**src/pwm_timer_pkg.sv**
```systemverilog
// pwm timer package: register map, control word layout, carrier types
// assumes a 32-bit apb slave decoding full byte addresses
package pwm_timer_pkg;

	localparam int NTMR  = 5;  // timers 0..4
	localparam int NCMP  = 4;  // timers 0..3 own a compare buffer
	localparam int CNT_W = 16; // counter and buffer width
	localparam int PRE_W = 8;  // prescaler width

	localparam logic [31:0] PRESC_ADDR  = 32'h5100_0000;
	localparam logic [31:0] DIVSEL_ADDR = 32'h5100_0004;
	localparam logic [31:0] CTRL_ADDR   = 32'h5100_0008;
	localparam logic [31:0] ISTAT_ADDR  = 32'h5100_0044;
	localparam logic [31:0] IMASK_ADDR  = 32'h5100_0048;

	localparam logic [31:0] CNT_BUF_ADDR [NTMR] = '{32'h5100_000C, 32'h5100_0018,
		32'h5100_0024, 32'h5100_0030, 32'h5100_003C};
	localparam logic [31:0] CMP_BUF_ADDR [NCMP] = '{32'h5100_0010, 32'h5100_001C,
		32'h5100_0028, 32'h5100_0034};
	localparam logic [31:0] OBS_ADDR [NTMR] = '{32'h5100_0014, 32'h5100_0020,
		32'h5100_002C, 32'h5100_0038, 32'h5100_0040};

	// control word fields: offsets inside one timer slot, then absolute bit numbers
	localparam int T_START     = 0;
	localparam int T_UPD       = 1;
	localparam int T_INV       = 2;
	localparam int T_RLD       = 3;
	localparam int DEAD_EN_BIT = 4;
	localparam int T4_RLD_BIT  = 22;
	localparam logic [31:0] CTRL_MASK = 32'h007F_FF1F; // reserved bits stay zero

	// prescaler register fields
	localparam int PRE0_LSB = 0;
	localparam int PRE1_LSB = 8;
	localparam int DEAD_LSB = 16;
	localparam int DIV_STRIDE = 4; // one divider select nibble per timer

	localparam logic [31:0] REG_RESET = 32'h0000_0000;

	typedef struct packed {
		logic start;
		logic upd;
		logic inv;
		logic reload;
	} chan_ctrl_t;

	// lowest control bit of timer n
	function automatic int slot_base(input int n);
		return (n == 0) ? 0 : 4 + 4 * n;
	endfunction

	// pick one timer's controls out of a control word; timer 4 has no inverter
	function automatic chan_ctrl_t ctrl_of(input logic [31:0] c, input int n);
		chan_ctrl_t r;
		r.start  = c[slot_base(n) + T_START];
		r.upd    = c[slot_base(n) + T_UPD];
		r.inv    = (n == NTMR - 1) ? 1'b0 : c[slot_base(n) + T_INV];
		r.reload = (n == NTMR - 1) ? c[T4_RLD_BIT] : c[slot_base(n) + T_RLD];
		return r;
	endfunction

	// divider select 0..3 gives a mask whose all-ones point divides by 2..16
	function automatic logic [3:0] div_mask(input logic [1:0] sel);
		return 4'((5'h02 << sel) - 5'h01);
	endfunction

endpackage

```
**src/pwm_timer.sv**
```systemverilog
// five-channel pwm timer with apb register file and one interrupt line
// assumes apb master on pclk; presetn asynchronous, active low
`timescale 1ns/100ps

module pwm_timer
	import pwm_timer_pkg::*;
#(
	parameter int CW = CNT_W
) (
	input  wire logic        pclk,
	input  wire logic        presetn,
	input  wire logic        psel,
	input  wire logic        penable,
	input  wire logic        pwrite,
	input  wire logic [31:0] paddr,
	input  wire logic [31:0] pwdata,
	output logic      [31:0] prdata,
	output logic             pready,
	output logic             pslverr,
	output logic [NCMP-1:0]  pwm_out,
	output logic             pwm0_n,
	output logic             irq
);

	logic [31:0]      ctrl_q;
	logic [23:0]      presc_q;
	logic [1:0]       divsel_q   [NTMR];
	logic [CW-1:0]    cnt_buf_q  [NTMR];
	logic [CW-1:0]    cmp_buf_q  [NCMP];
	logic [NTMR-1:0]  istat_q;
	logic [NTMR-1:0]  imask_q;
	logic [NTMR-1:0]  istat_d;
	logic [31:0]      rdata_q;
	logic [31:0]      rd_d;
	logic             pready_q;
	logic             pslverr_q;
	logic             irq_q;
	logic             hit;
	logic             setup;
	logic             wr_en;
	logic             wr_ctrl;
	logic [NTMR-1:0]  upd_wr;
	logic [NTMR-1:0]  tick;
	logic [NTMR-1:0]  zero;
	logic [NTMR-1:0]  level;
	logic [CW-1:0]    count      [NTMR];
	logic [PRE_W-1:0] pre_cnt_q  [2];
	logic [3:0]       div_cnt_q  [2];
	logic [1:0]       pre_tick;
	logic [NCMP-1:0]  pwm_q;
	logic             pwm0_n_q;
	logic             lvl0;
	logic             lvl0_prev_q;
	logic [7:0]       dead_cnt_q;
	logic             dead_gap;
	chan_ctrl_t       c0;

	assign prdata  = rdata_q;
	assign pready  = pready_q;
	assign pslverr = pslverr_q;
	assign pwm_out = pwm_q;
	assign pwm0_n  = pwm0_n_q;
	assign irq     = irq_q;

	// apb phases; writes land on the access edge, reads are captured at setup
	assign setup   = psel && !penable;
	assign wr_en   = psel && penable && pready_q && pwrite;
	assign wr_ctrl = wr_en && paddr == CTRL_ADDR;
	assign c0      = ctrl_of(ctrl_q, 0);

	// read mux and address decode
	always_comb begin
		rd_d = REG_RESET;
		hit  = 1'b0;
		if (paddr == CTRL_ADDR) begin
			rd_d = ctrl_q;
			hit  = 1'b1;
		end
		if (paddr == PRESC_ADDR) begin
			rd_d = {8'h00, presc_q};
			hit  = 1'b1;
		end
		if (paddr == DIVSEL_ADDR) begin
			for (int i = 0; i < NTMR; i++) begin
				rd_d[DIV_STRIDE*i +: 2] = divsel_q[i];
			end
			hit = 1'b1;
		end
		if (paddr == ISTAT_ADDR) begin
			rd_d = {27'h0, istat_q};
			hit  = 1'b1;
		end
		if (paddr == IMASK_ADDR) begin
			rd_d = {27'h0, imask_q};
			hit  = 1'b1;
		end
		for (int i = 0; i < NTMR; i++) begin
			if (paddr == CNT_BUF_ADDR[i]) begin
				rd_d = {16'h0000, cnt_buf_q[i]};
				hit  = 1'b1;
			end
			if (paddr == OBS_ADDR[i]) begin
				rd_d = {16'h0000, count[i]};
				hit  = 1'b1;
			end
		end
		for (int i = 0; i < NCMP; i++) begin
			if (paddr == CMP_BUF_ADDR[i]) begin
				rd_d = {16'h0000, cmp_buf_q[i]};
				hit  = 1'b1;
			end
		end
	end

	// one wait-free access phase; unmapped addresses answer with pslverr
	always_ff @(posedge pclk or negedge presetn) begin
		if (!presetn) begin
			pready_q  <= 1'b0;
			pslverr_q <= 1'b0;
			rdata_q   <= REG_RESET;
		end else begin
			pready_q  <= setup;
			pslverr_q <= setup && !hit;
			if (setup) begin
				rdata_q <= pwrite ? REG_RESET : rd_d;
			end
		end
	end

	// control word; reserved bits are masked so they never reach the timers
	always_ff @(posedge pclk or negedge presetn) begin
		if (!presetn) begin
			ctrl_q <= REG_RESET;
		end else if (wr_ctrl) begin
			ctrl_q <= pwdata & CTRL_MASK;
		end
	end

	// update fires on each write carrying a one; the bit kept in ctrl_q triggers nothing,
	// so a later write repeats the load only if its own data carries the one again
	always_comb begin
		for (int n = 0; n < NTMR; n++) begin
			upd_wr[n] = wr_ctrl && pwdata[slot_base(n) + T_UPD];
		end
	end

	// count and compare buffers
	always_ff @(posedge pclk or negedge presetn) begin
		if (!presetn) begin
			for (int i = 0; i < NTMR; i++) begin
				cnt_buf_q[i] <= '0;
			end
			for (int i = 0; i < NCMP; i++) begin
				cmp_buf_q[i] <= '0;
			end
		end else if (wr_en) begin
			for (int i = 0; i < NTMR; i++) begin
				if (paddr == CNT_BUF_ADDR[i]) begin
					cnt_buf_q[i] <= pwdata[CW-1:0];
				end
			end
			for (int i = 0; i < NCMP; i++) begin
				if (paddr == CMP_BUF_ADDR[i]) begin
					cmp_buf_q[i] <= pwdata[CW-1:0];
				end
			end
		end
	end

	// prescaler, dead length and divider selects
	always_ff @(posedge pclk or negedge presetn) begin
		if (!presetn) begin
			presc_q <= '0;
			for (int i = 0; i < NTMR; i++) begin
				divsel_q[i] <= 2'h0;
			end
		end else if (wr_en) begin
			if (paddr == PRESC_ADDR) begin
				presc_q <= pwdata[23:0];
			end
			if (paddr == DIVSEL_ADDR) begin
				for (int i = 0; i < NTMR; i++) begin
					divsel_q[i] <= pwdata[DIV_STRIDE*i +: 2];
				end
			end
		end
	end

	// two prescaler groups: timers 0-1 and timers 2-4
	always_comb begin
		pre_tick[0] = pre_cnt_q[0] == presc_q[PRE0_LSB +: PRE_W];
		pre_tick[1] = pre_cnt_q[1] == presc_q[PRE1_LSB +: PRE_W];
	end

	always_ff @(posedge pclk or negedge presetn) begin
		if (!presetn) begin
			for (int g = 0; g < 2; g++) begin
				pre_cnt_q[g] <= '0;
				div_cnt_q[g] <= 4'h0;
			end
		end else begin
			for (int g = 0; g < 2; g++) begin
				pre_cnt_q[g] <= pre_tick[g] ? '0 : pre_cnt_q[g] + 1'b1;
				if (pre_tick[g]) begin
					div_cnt_q[g] <= div_cnt_q[g] + 4'h1;
				end
			end
		end
	end

	// per-timer tick from its group's divider chain
	always_comb begin
		for (int n = 0; n < NTMR; n++) begin
			tick[n] = pre_tick[n / 2 > 0 ? 1 : 0]
				&& (div_cnt_q[n / 2 > 0 ? 1 : 0] & div_mask(divsel_q[n])) == div_mask(divsel_q[n]);
		end
	end

	// timer 4 has no compare buffer; its index folds to 0 and the channel ignores it
	for (genvar n = 0; n < NTMR; n++) begin : g_chan
		pwm_chan #(
			.HAS_CMP (n < NCMP),
			.CW      (CW)
		) u_chan (
			.pclk    (pclk),
			.presetn (presetn),
			.tick    (tick[n]),
			.ctrl    (ctrl_of(ctrl_q, n)),
			.upd_wr  (upd_wr[n]),
			.cnt_buf (cnt_buf_q[n]),
			.cmp_buf (cmp_buf_q[n % NCMP]),
			.count_q (count[n]),
			.level_q (level[n]),
			.zero_q  (zero[n])
		);
	end

	// timer 0 level after the inverter, then dead zone on the pair
	assign lvl0     = level[0] ^ c0.inv;
	assign dead_gap = ctrl_q[DEAD_EN_BIT]
		&& ((lvl0 != lvl0_prev_q) ? presc_q[DEAD_LSB +: 8] != 8'h00 : dead_cnt_q != 8'h00);

	always_ff @(posedge pclk or negedge presetn) begin
		if (!presetn) begin
			lvl0_prev_q <= 1'b0;
			dead_cnt_q  <= 8'h00;
		end else begin
			lvl0_prev_q <= lvl0;
			if (lvl0 != lvl0_prev_q) begin
				dead_cnt_q <= presc_q[DEAD_LSB +: 8];
			end else if (tick[0] && dead_cnt_q != 8'h00) begin
				dead_cnt_q <= dead_cnt_q - 8'h01;
			end
		end
	end

	// registered pin outputs; both halves of the pair stay low through the gap
	always_ff @(posedge pclk or negedge presetn) begin
		if (!presetn) begin
			pwm_q    <= '0;
			pwm0_n_q <= 1'b0;
		end else begin
			pwm_q[0] <= lvl0 && !dead_gap;
			pwm0_n_q <= !lvl0 && !dead_gap;
			for (int n = 1; n < NCMP; n++) begin
				pwm_q[n] <= level[n] ^ ctrl_q[slot_base(n) + T_INV];
			end
		end
	end

	// sticky zero events; a new event beats a write-one-to-clear
	always_comb begin
		istat_d = istat_q;
		if (wr_en && paddr == ISTAT_ADDR) begin
			istat_d = istat_q & ~pwdata[NTMR-1:0];
		end
		istat_d = istat_d | zero;
	end

	always_ff @(posedge pclk or negedge presetn) begin
		if (!presetn) begin
			istat_q <= '0;
			imask_q <= '0;
			irq_q   <= 1'b0;
		end else begin
			istat_q <= istat_d;
			if (wr_en && paddr == IMASK_ADDR) begin
				imask_q <= pwdata[NTMR-1:0];
			end
			irq_q <= |(istat_q & imask_q);
		end
	end
endmodule // pwm_timer

```
**src/pwm_chan.sv**
```systemverilog
// one down-counting pwm timer channel
// assumes a one-cycle tick strobe and an update strobe from the register block
`timescale 1ns/100ps

module pwm_chan
	import pwm_timer_pkg::*;
#(
	parameter bit HAS_CMP = 1'b1,
	parameter int CW      = CNT_W
) (
	input  wire logic          pclk,
	input  wire logic          presetn,
	input  wire logic          tick,
	input  wire chan_ctrl_t    ctrl,
	input  wire logic          upd_wr,
	input  wire logic [CW-1:0] cnt_buf,
	input  wire logic [CW-1:0] cmp_buf,
	output logic      [CW-1:0] count_q,
	output logic               level_q,
	output logic               zero_q
);

	logic [CW-1:0] cmp_q;
	logic          step;

	assign step = tick && ctrl.start;

	// working counter; an update beats a tick in the same cycle
	always_ff @(posedge pclk or negedge presetn) begin
		if (!presetn) begin
			count_q <= '0;
			cmp_q   <= '0;
		end else if (upd_wr) begin
			count_q <= cnt_buf;
			cmp_q   <= HAS_CMP ? cmp_buf : '0;
		end else if (step) begin
			if (count_q != '0) begin
				count_q <= count_q - 1'b1;
			end else if (ctrl.reload) begin
				count_q <= cnt_buf;
				cmp_q   <= HAS_CMP ? cmp_buf : '0;
			end
		end
	end

	// zero event fires once, on the step that lands on zero
	always_ff @(posedge pclk or negedge presetn) begin
		if (!presetn) begin
			zero_q <= 1'b0;
		end else begin
			zero_q <= !upd_wr && step && count_q == CW'(1);
		end
	end

	// output low after a load, high from the compare match on
	always_ff @(posedge pclk or negedge presetn) begin
		if (!presetn) begin
			level_q <= 1'b0;
		end else if (upd_wr) begin
			level_q <= 1'b0;
		end else if (step && HAS_CMP) begin
			if (count_q == '0) begin
				level_q <= 1'b0;
			end else if (count_q - 1'b1 == cmp_q) begin
				level_q <= 1'b1;
			end
		end
	end

endmodule // pwm_chan

```
**config.mk**
```make
export PLATFORM = sky130hd
export DESIGN_NAME = pwm_timer
export DESIGN_NICKNAME = d
export VERILOG_FILES = /design/src/pwm_timer_pkg.sv /design/src/pwm_timer.sv /design/src/pwm_chan.sv
export SDC_FILE = /design/constraint.sdc
export NUM_CORES = 1
export LEC_CHECK = 0
export BUFFER_PORTS_ARGS = -buffer_cell sky130_fd_sc_hd__buf_2
export CORE_MARGIN = 3
export CORE_UTILIZATION = 30
export CTS_BUF_LIST = sky130_fd_sc_hd__clkbuf_16
export DETAILED_ROUTE_END_ITERATION = 12
export SETUP_SLACK_MARGIN = 0.2
export SYNTH_ARGS = -nofsm -noshare
export SYNTH_HDL_FRONTEND = slang
export SYNTH_SLANG_ARGS = --single-unit
```
**constraint.sdc**
```tcl
create_clock -name pclk -period 4.6 [get_ports pclk]
set_input_delay 0.23 -clock pclk [delete_from_list [all_inputs] [get_ports pclk]]
set_output_delay 0.23 -clock pclk [all_outputs]
set_load 0.005 [all_outputs]
```
# --- Yosys cells after proc, flatten, opt, wreduce, memory -nomap -nowiden ---
# Index checks and enable logic that the tools add are counted.
word_totals:
  reg_bits: 434
  out_inout_bits: 40
  wordCells: 323
op_classes:
  add_sub_neg: 15
  n_eq_ne: 40
  shifts: 5
  n_mux: 101
  n_bitwise: 13
  n_reduce_logical: 101
op_table:
  columns: ["operator", "count"]
  rows:
  - ["32-bit by 31-bit equality test with 1-bit output (second input constant)", 19]
  - ["16-bit two-way mux", 36]
  - ["32-bit two-way mux", 16]
  - ["16-bit by 1-bit equality test with 1-bit output (second input constant)", 5]
  - ["16-bit nonzero test", 5]
  - ["16-bit by 1-bit subtractor with 16-bit output (second input constant)", 5]
  - ["16-bit equality test", 4]
  - ["16-bit logical NOT", 4]
  - ["24-bit two-way mux", 2]
  - ["2-bit AND reduction", 20]
  - ["1-bit logical AND", 37]
  - ["1-bit two-way mux", 36]
  - ["8-bit two-way mux", 4]
  - ["3-bit nonzero test", 9]
  - ["23-bit two-way mux", 1]
  - ["4-bit bitwise AND", 5]
  - ["4-bit equality test", 5]
  - ["2-bit nonzero test", 10]
  - ["2-bit by 2-bit << shifter with 4-bit output (first input constant)", 5]
  - ["4-bit by 1-bit subtractor with 4-bit output (second input constant)", 5]
  - ["8-bit by 1-bit adder with 8-bit output (second input constant)", 2]
  - ["8-bit equality test", 2]
  - ["8-bit nonzero test", 2]
  - ["3-bit AND reduction", 4]
  - ["other kinds (12)", 32]

# --- Depth between registers and ports, before layout ---
# Gate-level depths: netlist of the first run.
logic_depth:
  depth_word: 22
  ltp_mapped: 11

# --- By module ---
# From an unflattened synthesis of the first run, not the netlist that was laid out.
hier_totals:
  hier_cells: 2372
  area_unflattened_um2: 24090.6
modules_own_cells:
  columns: ["module", "instances", "cells_each", "area_per_inst_um2"]
  rows:
  - ["pwm_timer", 1, 1292, 14098.5]
  - ["pwm_chan at g_chan[0].u_chan ...", 4, 234, 2185.8]
  - ["pwm_chan at g_chan[4].u_chan", 1, 144, 1248.7]

# --- Worst setup path before layout of the first run ---
# OpenSTA, ideal clock, no wires.
synth_path:
  kind: "register -> register"
  start: "register g_chan[0].u_chan.count_q[0]"
  end: "register g_chan[0].u_chan.level_q"
  setup_time_ps: 94
  arrival_time_ps: 2716
  t_required_ps: 4506
  path_slack_ps: 1790
  stages_incl_launch_ff: 12
  period_less_slack_ps: 2810
  path_cell_list: "dfrtp_1 > inv_1 > ha_1 > buf_2 > or4b_4 > buf_6 > nor3_4 > xor2_1 > or3_1 > a2111oi_2 > a41oi_1 > a221oi_2"
synth_between:
  elab_chain_cells: 4
  word_cells_on_any_way: 8
  classes_between: "add/sub (1); eq/ne (1); mux (3); reduce/logical (3)"
synth_rtl:
  columns: ["item", "line", "source"]
  rows:
  - ["start: declaration", "pwm_chan.sv:18", "output logic [CW-1:0] count_q,"]
  - ["start signal: assignment", "pwm_chan.sv:34", "count_q <= cnt_buf;"]
  - ["start signal: assignment", "pwm_chan.sv:38", "count_q <= count_q - 1'b1;"]
  - ["start signal: assignment", "pwm_chan.sv:40", "count_q <= cnt_buf;"]
  - ["16-bit by 1-bit subtractor with 16-bit output or 16-bit logical NOT (tied branches)", "pwm_chan.sv:64, pwm_chan.sv:62", null]
  - ["16-bit equality test or 1-bit two-way mux (tied branches)", "pwm_chan.sv:64, pwm_chan.sv:62", null]
  - ["3-bit nonzero test (no source line) or 1-bit two-way mux (tied branches)", null, null]
  - ["2-bit AND reduction (no source line) or 1-bit two-way mux (tied branches)", null, null]
  - ["end signal: assignment", "pwm_chan.sv:60", "level_q <= 1'b0;"]
  - ["end signal: assignment", "pwm_chan.sv:63", "level_q <= 1'b0;"]
  - ["end signal: assignment", "pwm_chan.sv:65", "level_q <= 1'b1;"]
  - ["end: declaration", "pwm_chan.sv:19", "output logic level_q,"]
# Parallel ways exist; a longest one is shown, timed or not. The select of a mux whose other input is x is not followed.
# A chain may end at the register's enable or synchronous reset.

# --- Final worst setup path of the first run ---
layout_path:
  start: "register g_chan[4].u_chan.count_q[10]"
  end: "register g_chan[4].u_chan.count_q[13]"
layout_between:
  elab_chain_cells: 4
  word_cells_on_any_way: 7
  classes_between: "add/sub (1); mux (3); reduce/logical (3)"
layout_rtl:
  columns: ["item", "line", "source"]
  rows:
  - ["start: declaration", "pwm_chan.sv:18", null]
  - ["start signal: assignment", "pwm_chan.sv:34", null]
  - ["start signal: assignment", "pwm_chan.sv:38", null]
  - ["start signal: assignment", "pwm_chan.sv:40", null]
  - ["16-bit by 1-bit subtractor with 16-bit output or 16-bit nonzero test (tied branches)", "pwm_chan.sv:38, pwm_chan.sv:37", null]
  - ["16-bit two-way mux", "pwm_chan.sv:37", "if (count_q != '0) begin"]
  - ["16-bit two-way mux", "pwm_chan.sv:36", "end else if (step) begin"]
  - ["16-bit two-way mux", "pwm_chan.sv:33", "end else if (upd_wr) begin"]
# Parallel ways exist; a longest one is shown, timed or not. The select of a mux whose other input is x is not followed.

==> metrics.md, run 1 <==
| Metric | Value |
|---|---|
| Outcome | complete, no violations |
| Ys async rst share | 1.00 |
| Yosys top cell by area | dfrtp_1 |
| Global-route wire length before repair | 131 mm |
| Clock-pin slew on the worst setup and hold paths | 0.06 ns |
| Yosys warnings | 0 |
| Die W | 288 um |
| Final setup violation count | 0 |
| Met1 GRT Util | 0.294 |
| H-tree depth | 2 |
| Pwr Density | 296 nW/um^2 |
| Top-area cell type share of the netlist area | 0.446 |
| WL final | 90.7 mm |
| Commonest register cell after synthesis | dfrtp_1 |
| RSZ-0062 raised after global routing | false |
| Die ar. | 83100 um^2 |
| Post-DP HPWL | 65.6 mm |
| GRT overflow | 0 |
| Fillers | 7923 |
| # port buffers | 92 |
| Initial antenna violation count | 6 |
| Final RePlAce weighted congestion | 1.02 |
| Compound-gate portion of the synthesized area | 0.158 |
| Hold/Removal Path Class | in -> reg |
| # Max-Cap Violations | 0 |
| Power, Total | 7.97 mW |
| DR pass1 iterations | 6 |
| Most common cell in the netlist | dfrtp_1 |
| Grt peak-use layer | met2 |
| Int Pwr | 6.03 mW |
| Routed Antenna Nets | 0 |
| Share of cells above drive strength 1 | 0.222 |
| Seq pwr share | 0.472 |
| Worst EP required | 5.03 ns |
| Syn-to-layout area delta | 12.7% |
| Starting DRT DRC Count | 2555 |
| Largest net degree at the start of global routing | 110 |
| Vias | 20091 |
| Clock power frac | 0.487 |
| Adder-Cell Fraction of Synth Area | 0.0105 |
| Main combinational cell family by area after synthesis | simple AND/OR/NAND/NOR gates |
| Net Sw Frac | 0.244 |
| Multiplexer share of the synthesized area | 0.129 |
| Worst endpoint data arrival time | 4.21 ns |
| Fin crit share | 0.823 |
| Worst setup margin | 0.815 ns |
| Root Driver | clkbuf_16 |
| Post-route design area | 26900 um^2 |
| Worst Skew | 0.0292 ns |
| CTS Buf Count | 49 |
| Initial core utilization | 0.306 |
| Sw power | 1.94 mW |
| Worst setup SP type | register |
| Post-cts sizing count | 0 |
| Post-Syn Area | 23900 um^2 |
| Cells after synthesis | 2359 |
| Die Y | 288 um |
| CTS tree | done |
| Endpoints failing hold | 0 |
| Leakage | 12.0 nW |
| CP endpoint kind | register |
| # clock sinks | 426 |
| Combinational power share | 0.041 |
| CP Class | reg -> reg |
| Crit path time final | 3.78 ns |
| Met3 GRT Util | 0.0459 |
| Max Root-Sink Buffers | 3 |
| FP Rows | 102 |
| Worst-margin pin slew | 1.27 ns |
| DR DRC count | 0 |
| Max-slew violation count | 0 |
| Top cells by area, synth | dfrtp_1, mux2_2, a21oi_1 |
| Wire per inst | 26.1 um |
| Register area share after synthesis | 0.446 |
| Core area | 78200 um^2 |
| Multi-input logic area | 12300 um^2 |
| Io pins | 109 |
| Post-place setup slack | 1.01 ns |
| Syn_area_per_cell | 10.1 um^2 |
| Vias per std cell | 5.79 |
| Grt met2 use | 0.328 |
| Setup TNS | 0 ns |
| Placed Instance Area | 25300 um^2 |
| Gr usage total | 0.214 |
| Synth Area in XOR/XNOR | 0.0539 |
| Final core utilization | 0.344 |
| Max transition margin | 0.155 |
| Count of cell types in the netlist | 99 |
| List of most frequent post-synthesis cells | dfrtp_1, mux2_2, a21oi_1 |
| Worst skew pair latency | 0.62 ns |
| FMAX | 264 MHz |
| Critical-path maximum fanout | 30 |
| VDD IR max | 0.000263 V |
| Sequential cell area | 10700 um^2 |
| Nets | 2483 |
| Yosys reg bits | 426 |
| Synth Area in Simple Gates | 0.160 |
| Post-synth EDFFs | 0 |
| Vias in the first global route | 18592 |
## routing by layer
layer,part of all wire,up-vias
li1,-,8760
met1,0.42,10129
met2,0.44,1003
met3,0.093,199
met4,0.045,0
met5,0,-
## what timing repair did
item | 4_1_cts | 5_1_grt
setup endpoints to repair | 0 | 0
endpoints found under the hold margin | 120 | 0
buffers inserted | 0 | 0
hold buffers | 8 | 0
## power by group through the flow
stage / registers, mW / logic, mW / clock network [mW]
6_report: 3.76 / 0.324 / 3.88
5_1_grt: 3.76 / 0.345 / 4.10
4_1_cts: 3.76 / 0.325 / 3.96
3_5_place_dp: 3.83 / 0.319 / 0
3_3_place_gp: 3.83 / 0.320 / 0
2_1_floorplan: 3.83 / 0.101 / 0
## layout make-up
cell class / instances / share of cell area
Antenna cell: 1 / 0.0000929
Clock inverter: 38 / 0.0118
Clock buffer: 50 / 0.0464
Timing Repair Buffer: 152 / 0.0363
Inverter: 36 / 0.00501
Multi-Input combinational cell: 1729 / 0.456
Sequential cell: 426 / 0.396
Tap cell: 1040 / 0.0483
## per-stage QoR
stage	hold slack, ns	std cells
after CTS	0.00479	3471
after floorplan	-0.0656	2366
after detailed placement	0.370	3375
final	0.0576	3472
after global routing	0.0420	3472
after global placement	0.368	3375
## worst max-delay path, cell delays in order, from the launching register on
cell	delay [ns]
dfrtp_1	0.48
or4_1	0.59
nor3_1	0.33
nand3_1	0.31
o2111ai_1	0.66
nand2_1	0.80
a21oi_1	0.37
a21oi_1	0.06
## cell families after synthesis
| kind of cell | count (synthesis) |
|---|---|
| DFF | 426 |
| muxes | 272 |
| buffers and inverters | 211 |
| adders and majority gates | 20 |
| AOI/OAI and AO/OA | 590 |
| and+or+nand+nor | 692 |
| xor gates and xnor gates | 147 |
| other | 1 |
## cells in the final DEF (no fill, tap or decap), types with 17 or more instances in the layout
cell,n
a21oi_1,184
a22o_1,23
a22oi_1,33
and3_1,17
buf_2,91
buf_4,49
clkbuf_16,50
dfrtp_1,426
ha_1,20
inv_1,44
mux2_2,223
mux2i_1,27
nand2_1,178
nand3_1,71
nand4_1,27
nor2_1,151
nor3_1,48
nor4_1,35
o21ai_0,152
o221ai_1,24
o22ai_1,22
xnor2_1,99
xor2_1,48
## final timing paths
kind                                         startpoint                           end  slack (ns)  cells past startpoint
max                        g_chan[4].u_chan.count_q[10]  g_chan[4].u_chan.count_q[13]        0.82                      7
max reg2reg                g_chan[4].u_chan.count_q[10]  g_chan[4].u_chan.count_q[13]        0.82                      7
min in group asynchronous                       presetn                    pwm_out[3]        0.32                      2
max in group asynchronous                       presetn                    ctrl_q[15]        3.15                      3
min reg2reg                     g_chan[4].u_chan.zero_q                    istat_q[4]        0.44                      1
min                                          pwdata[21]                   presc_q[21]        0.06                      2
## sequential cells by signal, indices dropped and copies added, names as in the netlist, 10 cells and up
signal / count
cnt_buf_q: 80
g_chan.u_chan.count_q: 80
cmp_buf_q: 64
g_chan.u_chan.cmp_q: 64
prdata: 24
presc_q: 24
ctrl_q: 20
pre_cnt_q: 16
divsel_q: 10
No activity file was read; power rests on OpenSTA's default activity.
==> run 2: changes to the inputs <==
Clock period 4.6 ns to 3.3 ns, I/O delays scaled along.
==> metrics.md, run 2 (synthesized netlist as in run 1, its figures left out) <==
| Metric | Value |
|---|---|
| Seq pwr share | 0.461 |
| GRT overflow | 0 |
| FP Rows | 102 |
| Crit path time final | 3.00 ns |
| Routed Antenna Nets | 0 |
| Pwr Density | 411 nW/um^2 |
| R2R depth | 9 |
| Most common cell after layout, fill and taps aside | dfrtp_1 |
| CP Class | reg -> reg |
| Clock-pin slew on the worst setup and hold paths | 0.06 ns |
| Combinational power share | 0.040 |
| Wire per inst | 26.1 um |
| Final RePlAce weighted congestion | 1.02 |
| Core area | 78200 um^2 |
| Share of cells above drive strength 1 | 0.245 |
| Worst Skew | 0.0280 ns |
| Worst-margin pin slew | 1.09 ns |
| Sw power | 2.70 mW |
| DR WL met3 | 8.86 mm |
| Max-slew violation count | 0 |
| Max Root-Sink Buffers | 3 |
| DR pass1 iterations | 7 |
| Syn-to-layout area delta | 15.8% |
| Global-route wire length before repair | 134 mm |
| WHS | 0.0483 ns |
| Io pins | 109 |
| Largest net degree at the start of global routing | 82 |
| CP Cell Sequence | inv_1 -> ha_2 -> or3b_2 -> or3_1 -> xnor2_1 -> nand3_1 -> nor4bb_1 -> nand4_1 -> a21oi_1 |
| Vias | 20314 |
| Worst EP required | 3.82 ns |
| Setup TNS | 0 ns |
| Max stage delay on crit path | 0.51 ns |
| Outcome | complete, no violations |
| Regs by FF count | cnt_buf_q: 80 flops, g_chan.u_chan.count_q: 80 flops |
| Die Y | 288 um |
| Gr usage total | 0.219 |
| WL final | 92.6 mm |
| VDD IR max | 0.000411 V |
| Net Sw Frac | 0.237 |
| Commonest non-fill, non-tap cells in the layout | dfrtp_1, mux2_2, a21oi_1 |
| Post-DP HPWL | 68.6 mm |
| Crit path depth | 9 |
| Initial antenna violation count | 10 |
| # Max-Cap Violations | 0 |
| # port buffers | 92 |
| Slowest-stage cell, CP | or3b_2 |
| Top Layer Used | met4 |
| Vias in the first global route | 19037 |
| Nets | 2556 |
| Leakage | 12.4 nW |
| Met1 WL | 39.1 mm |
| Fin crit share | 0.908 |
| Vias per std cell | 5.73 |
| CTS tree | done |
| Worst setup SP type | register |
| Worst path buffer plus inverter count | 1 |
| H-tree depth | 2 |
| FMAX | 334 MHz |
| Met2 Wirelength | 40.3 mm |
| Max transition margin | 0.273 |
| Starting DRT DRC Count | 2475 |
| Endpoints failing hold | 0 |
| # clock sinks | 426 |
| Die W | 288 um |
| Int Pwr | 8.67 mW |
| Clock power frac | 0.498 |
| Critical-path maximum fanout | 7 |
| Root Driver | clkbuf_16 |
| DR DRC count | 0 |
| RSZ-0062 raised after global routing | true |
| Hold depth | 3 |
| Hold/Removal Path Class | in -> reg |
| CP endpoint kind | register |
| CTS Buf Count | 48 |
| Die ar. | 83100 um^2 |
| Worst skew pair latency | 0.61 ns |
| Final setup violation count | 0 |
| CP top delay family | simple AND/OR/NAND/NOR gates |
| Worst endpoint data arrival time | 3.51 ns |
| Initial core utilization | 0.306 |
==> run 2: cell type report <==
type,instances,area (um^2)
fillers,7893,50600
inverters,36,135
well taps,1040,1300
clock buffers,49,1230
clock inverters,39,425
diodes,3,7.51
repair buffers,226,1590
flip-flops and latches,426,10700
multi-input cells,1729,12300
==> run 2: timing repair <==
| action | CTS | global route |
|---|---|---|
| hold buffers | 11 | 0 |
| endpoints found under the hold margin | 88 | 0 |
| endpoints found under the setup margin | 0 | 2 |
| buffers inserted | 0 | 2 |
| gates resized for setup | 0 | 4 |
==> run 2: metal layers <==
metal	up-vias	track usage
met4	0	0.0900
met1	10243	0.302
met5	-	0
met3	200	0.0476
li1	8887	-
met2	984	0.332
==> run 2: path summary, 6_finish.rpt <==
check	from	endpoint	slack, ns
worst max-delay path	g_chan[2].u_chan.count_q[0]	g_chan[2].u_chan.level_q	0.30
worst min-delay path	pwdata[2]	ctrl_q[2]	0.05
worst max register to register	g_chan[2].u_chan.count_q[0]	g_chan[2].u_chan.level_q	0.30
worst min register to register	g_chan[3].u_chan.zero_q	istat_q[3]	0.43
max in group asynchronous	presetn	pre_cnt_q[10]	2.19
min in group asynchronous	presetn	cmp_buf_q[4]	0.20
==> run 2: through the flow <==
step	total power [mW]	utilization	instance area [um^2]	std cells	setup WS (ns)
floorplan	5.48	-	23900	2366	0.490
global route	11.7	0.354	27700	3546	0.180
CTS	11.5	0.353	27600	3543	0.256
global placement	5.79	0.331	25900	3444	0.354
detailed placement	5.79	0.331	25900	3444	0.288
finish	11.4	0.354	27700	3548	0.304
==> run 2: power by group through the flow <==
stage | registers [mW] | logic, mW | clock network (mW)
CTS | 5.25 | 0.456 | 5.76
finish | 5.25 | 0.458 | 5.67
global placement | 5.34 | 0.444 | 0
floorplan | 5.34 | 0.140 | 0
detailed placement | 5.34 | 0.444 | 0
global route | 5.25 | 0.489 | 5.95
==> run 2: tightest hold or removal path, delay by kind of cell <==
kind	cells	cell delay (ns)
buf+inv	1	0.26
simple gates	2	0.17
==> run 3: changes to the inputs <==
Settings changed: RECOVER_POWER set to 100.
==> metrics.md, run 3 (synthesized netlist as in run 1, its figures left out) <==
| Metric | Value |
|---|---|
| Outcome | finished, violations left |
| Failing checks | max-capacitance violations, max-slew violations |
| Net Sw Frac | 0.237 |
| Root Driver | clkbuf_16 |
| Final RePlAce weighted congestion | 1.02 |
| Global-route wire length before repair | 134 mm |
| Crit path to | cmp_buf_q[62] |
| Worst R2R Start | g_chan[2].u_chan.count_q[0] |
| Nets | 2556 |
| Share of cells above drive strength 1 | 0.217 |
| WL final | 92.7 mm |
| Finished Layout Cells | 3547 |
| FP Rows | 102 |
| Commonest non-fill, non-tap cells in the layout | dfrtp_1, mux2_2, a21oi_1 |
| Post-route design area | 27400 um^2 |
| Vias in the first global route | 19037 |
| Seq pwr share | 0.462 |
| FMAX | 323 MHz |
| Max-slew violation count | 74 |
| Critical-path maximum fanout | 16 |
| Worst skew pair latency | 0.61 ns |
| Max Root-Sink Buffers | 3 |
| Worst Skew | 0.0322 ns |
| Endpoints failing hold | 0 |
| Io pins | 109 |
| Worst setup SP type | input port |
| Starting DRT DRC Count | 2219 |
| Hold/Removal Path Class | in -> reg |
| Reg2Reg Capture Point | g_chan[2].u_chan.level_q |
| Combinational power share | 0.040 |
| Final core utilization | 0.350 |
| Vias | 20294 |
| Wire per inst | 26.1 um |
| # port buffers | 92 |
| Clock-pin slew on the worst setup and hold paths | 0.06 ns |
| Placed Instance Area | 25900 um^2 |
| Post-DP HPWL | 68.6 mm |
| DR DRC count | 0 |
| Fin crit share | 0.939 |
| Initial antenna violation count | 10 |
| RSZ-0062 raised after global routing | true |
| Largest net degree at the start of global routing | 82 |
| Vias per std cell | 5.72 |
| Worst-margin pin slew | 2.27 ns |
| VDD IR max | 0.000417 V |
| Clock power frac | 0.498 |
| GRT overflow | 0 |
| Grt met2 use | 0.332 |
| Sw power | 2.70 mW |
| Max transition margin | -0.512 |
| Met3 GRT Util | 0.0476 |
| CP Class | in -> reg |
| Core area | 78200 um^2 |
| # Max-Cap Violations | 1 |
| Routed Antenna Nets | 0 |
| CTS tree | done |
| DR pass1 iterations | 6 |
| # clock sinks | 426 |
| H-tree depth | 2 |
| Critical Path Source | paddr[30] |
| Leakage | 12.1 nW |
| Syn-to-layout area delta | 14.5% |
| Die W | 288 um |
| Worst endpoint data arrival time | 3.57 ns |
| Met1 GRT Util | 0.302 |
| Initial core utilization | 0.306 |
| Die Y | 288 um |
| Setup TNS | 0 ns |
| Pwr Density | 415 nW/um^2 |
| Die ar. | 83100 um^2 |
| Power, Total | 11.4 mW |
| Final setup violation count | 0 |
| Crit path time final | 3.10 ns |
| CTS Buf Count | 48 |
| Grt peak-use layer | met2 |
| R2R depth | 9 |
| Int Pwr | 8.67 mW |
| Regs by FF count | cnt_buf_q: 80 flops, g_chan.u_chan.count_q: 80 flops |
| Placed cell count | 3444 |
| Worst EP required | 3.77 ns |
| Most common cell after layout, fill and taps aside | dfrtp_1 |
| Gr usage total | 0.219 |
| FF-to-FF setup slack | 0.26 ns |
| CP endpoint kind | register |
## run 3: per-layer routing
layer  up-vias  wire length (um)
li1       8901                 -
met1     10188             39000
met2      1003             40400
met3       202              9060
met4         0              4230
met5         -                 0
## run 3: worst min-delay path by stage
stage / end / from / cells past startpoint / slack, ns
after global placement: g_chan[1].u_chan.cmp_q[6] / presetn / 1 / 0.22
after global routing: ctrl_q[2] / pwdata[2] / 3 / 0.04
after detailed placement: g_chan[1].u_chan.cmp_q[6] / presetn / 1 / 0.23
after CTS: pready / penable / 3 / 0.002
after floorplan: cmp_buf_q[0] / presetn / 0 / -0.13
final: ctrl_q[2] / pwdata[2] / 3 / 0.05
## run 3: layout make-up
class | instances | area [um^2]
antenna | 2 | 5.00
clock buffer | 49 | 1230
clock inverter | 39 | 425
fill | 7961 | 50900
inverter | 36 | 135
multi-input combinational | 1729 | 12200
sequential | 426 | 10700
tap | 1040 | 1300
timing repair buffer | 226 | 1420
## run 3: power groups by stage
stage	Combinational [mW]	Sequential (mW)	Clock, mW
2_1_floorplan	0.140	5.34	0
3_3_place_gp	0.444	5.34	0
3_5_place_dp	0.444	5.34	0
4_1_cts	0.456	5.25	5.76
5_1_grt	0.484	5.25	5.95
6_report	0.453	5.25	5.67
## run 3: worst max-delay path: stages
cell and delay [ns]:
buf_2 0.13, nor4bb_1 0.44, nand4_2 0.25, clkbuf_2 0.34
nor4_1 1.22, nand2_2 0.54, mux2_1 0.47
## run 3: what timing repair did
item	4_1_cts	5_1_grt
hold endpoints to repair	88	0
resized for setup	0	4
setup buffers	0	2
hold buffers	11	0
setup endpoints to repair	0	2
## run 3: through the flow
stage / hold slack, ns / setup slack (ns)
floorplan: -0.131 / 0.490
global placement: 0.218 / 0.354
detailed placement: 0.226 / 0.288
CTS: 0.00188 / 0.256
global route: 0.0422 / 0.0968
finish: 0.0494 / 0.201
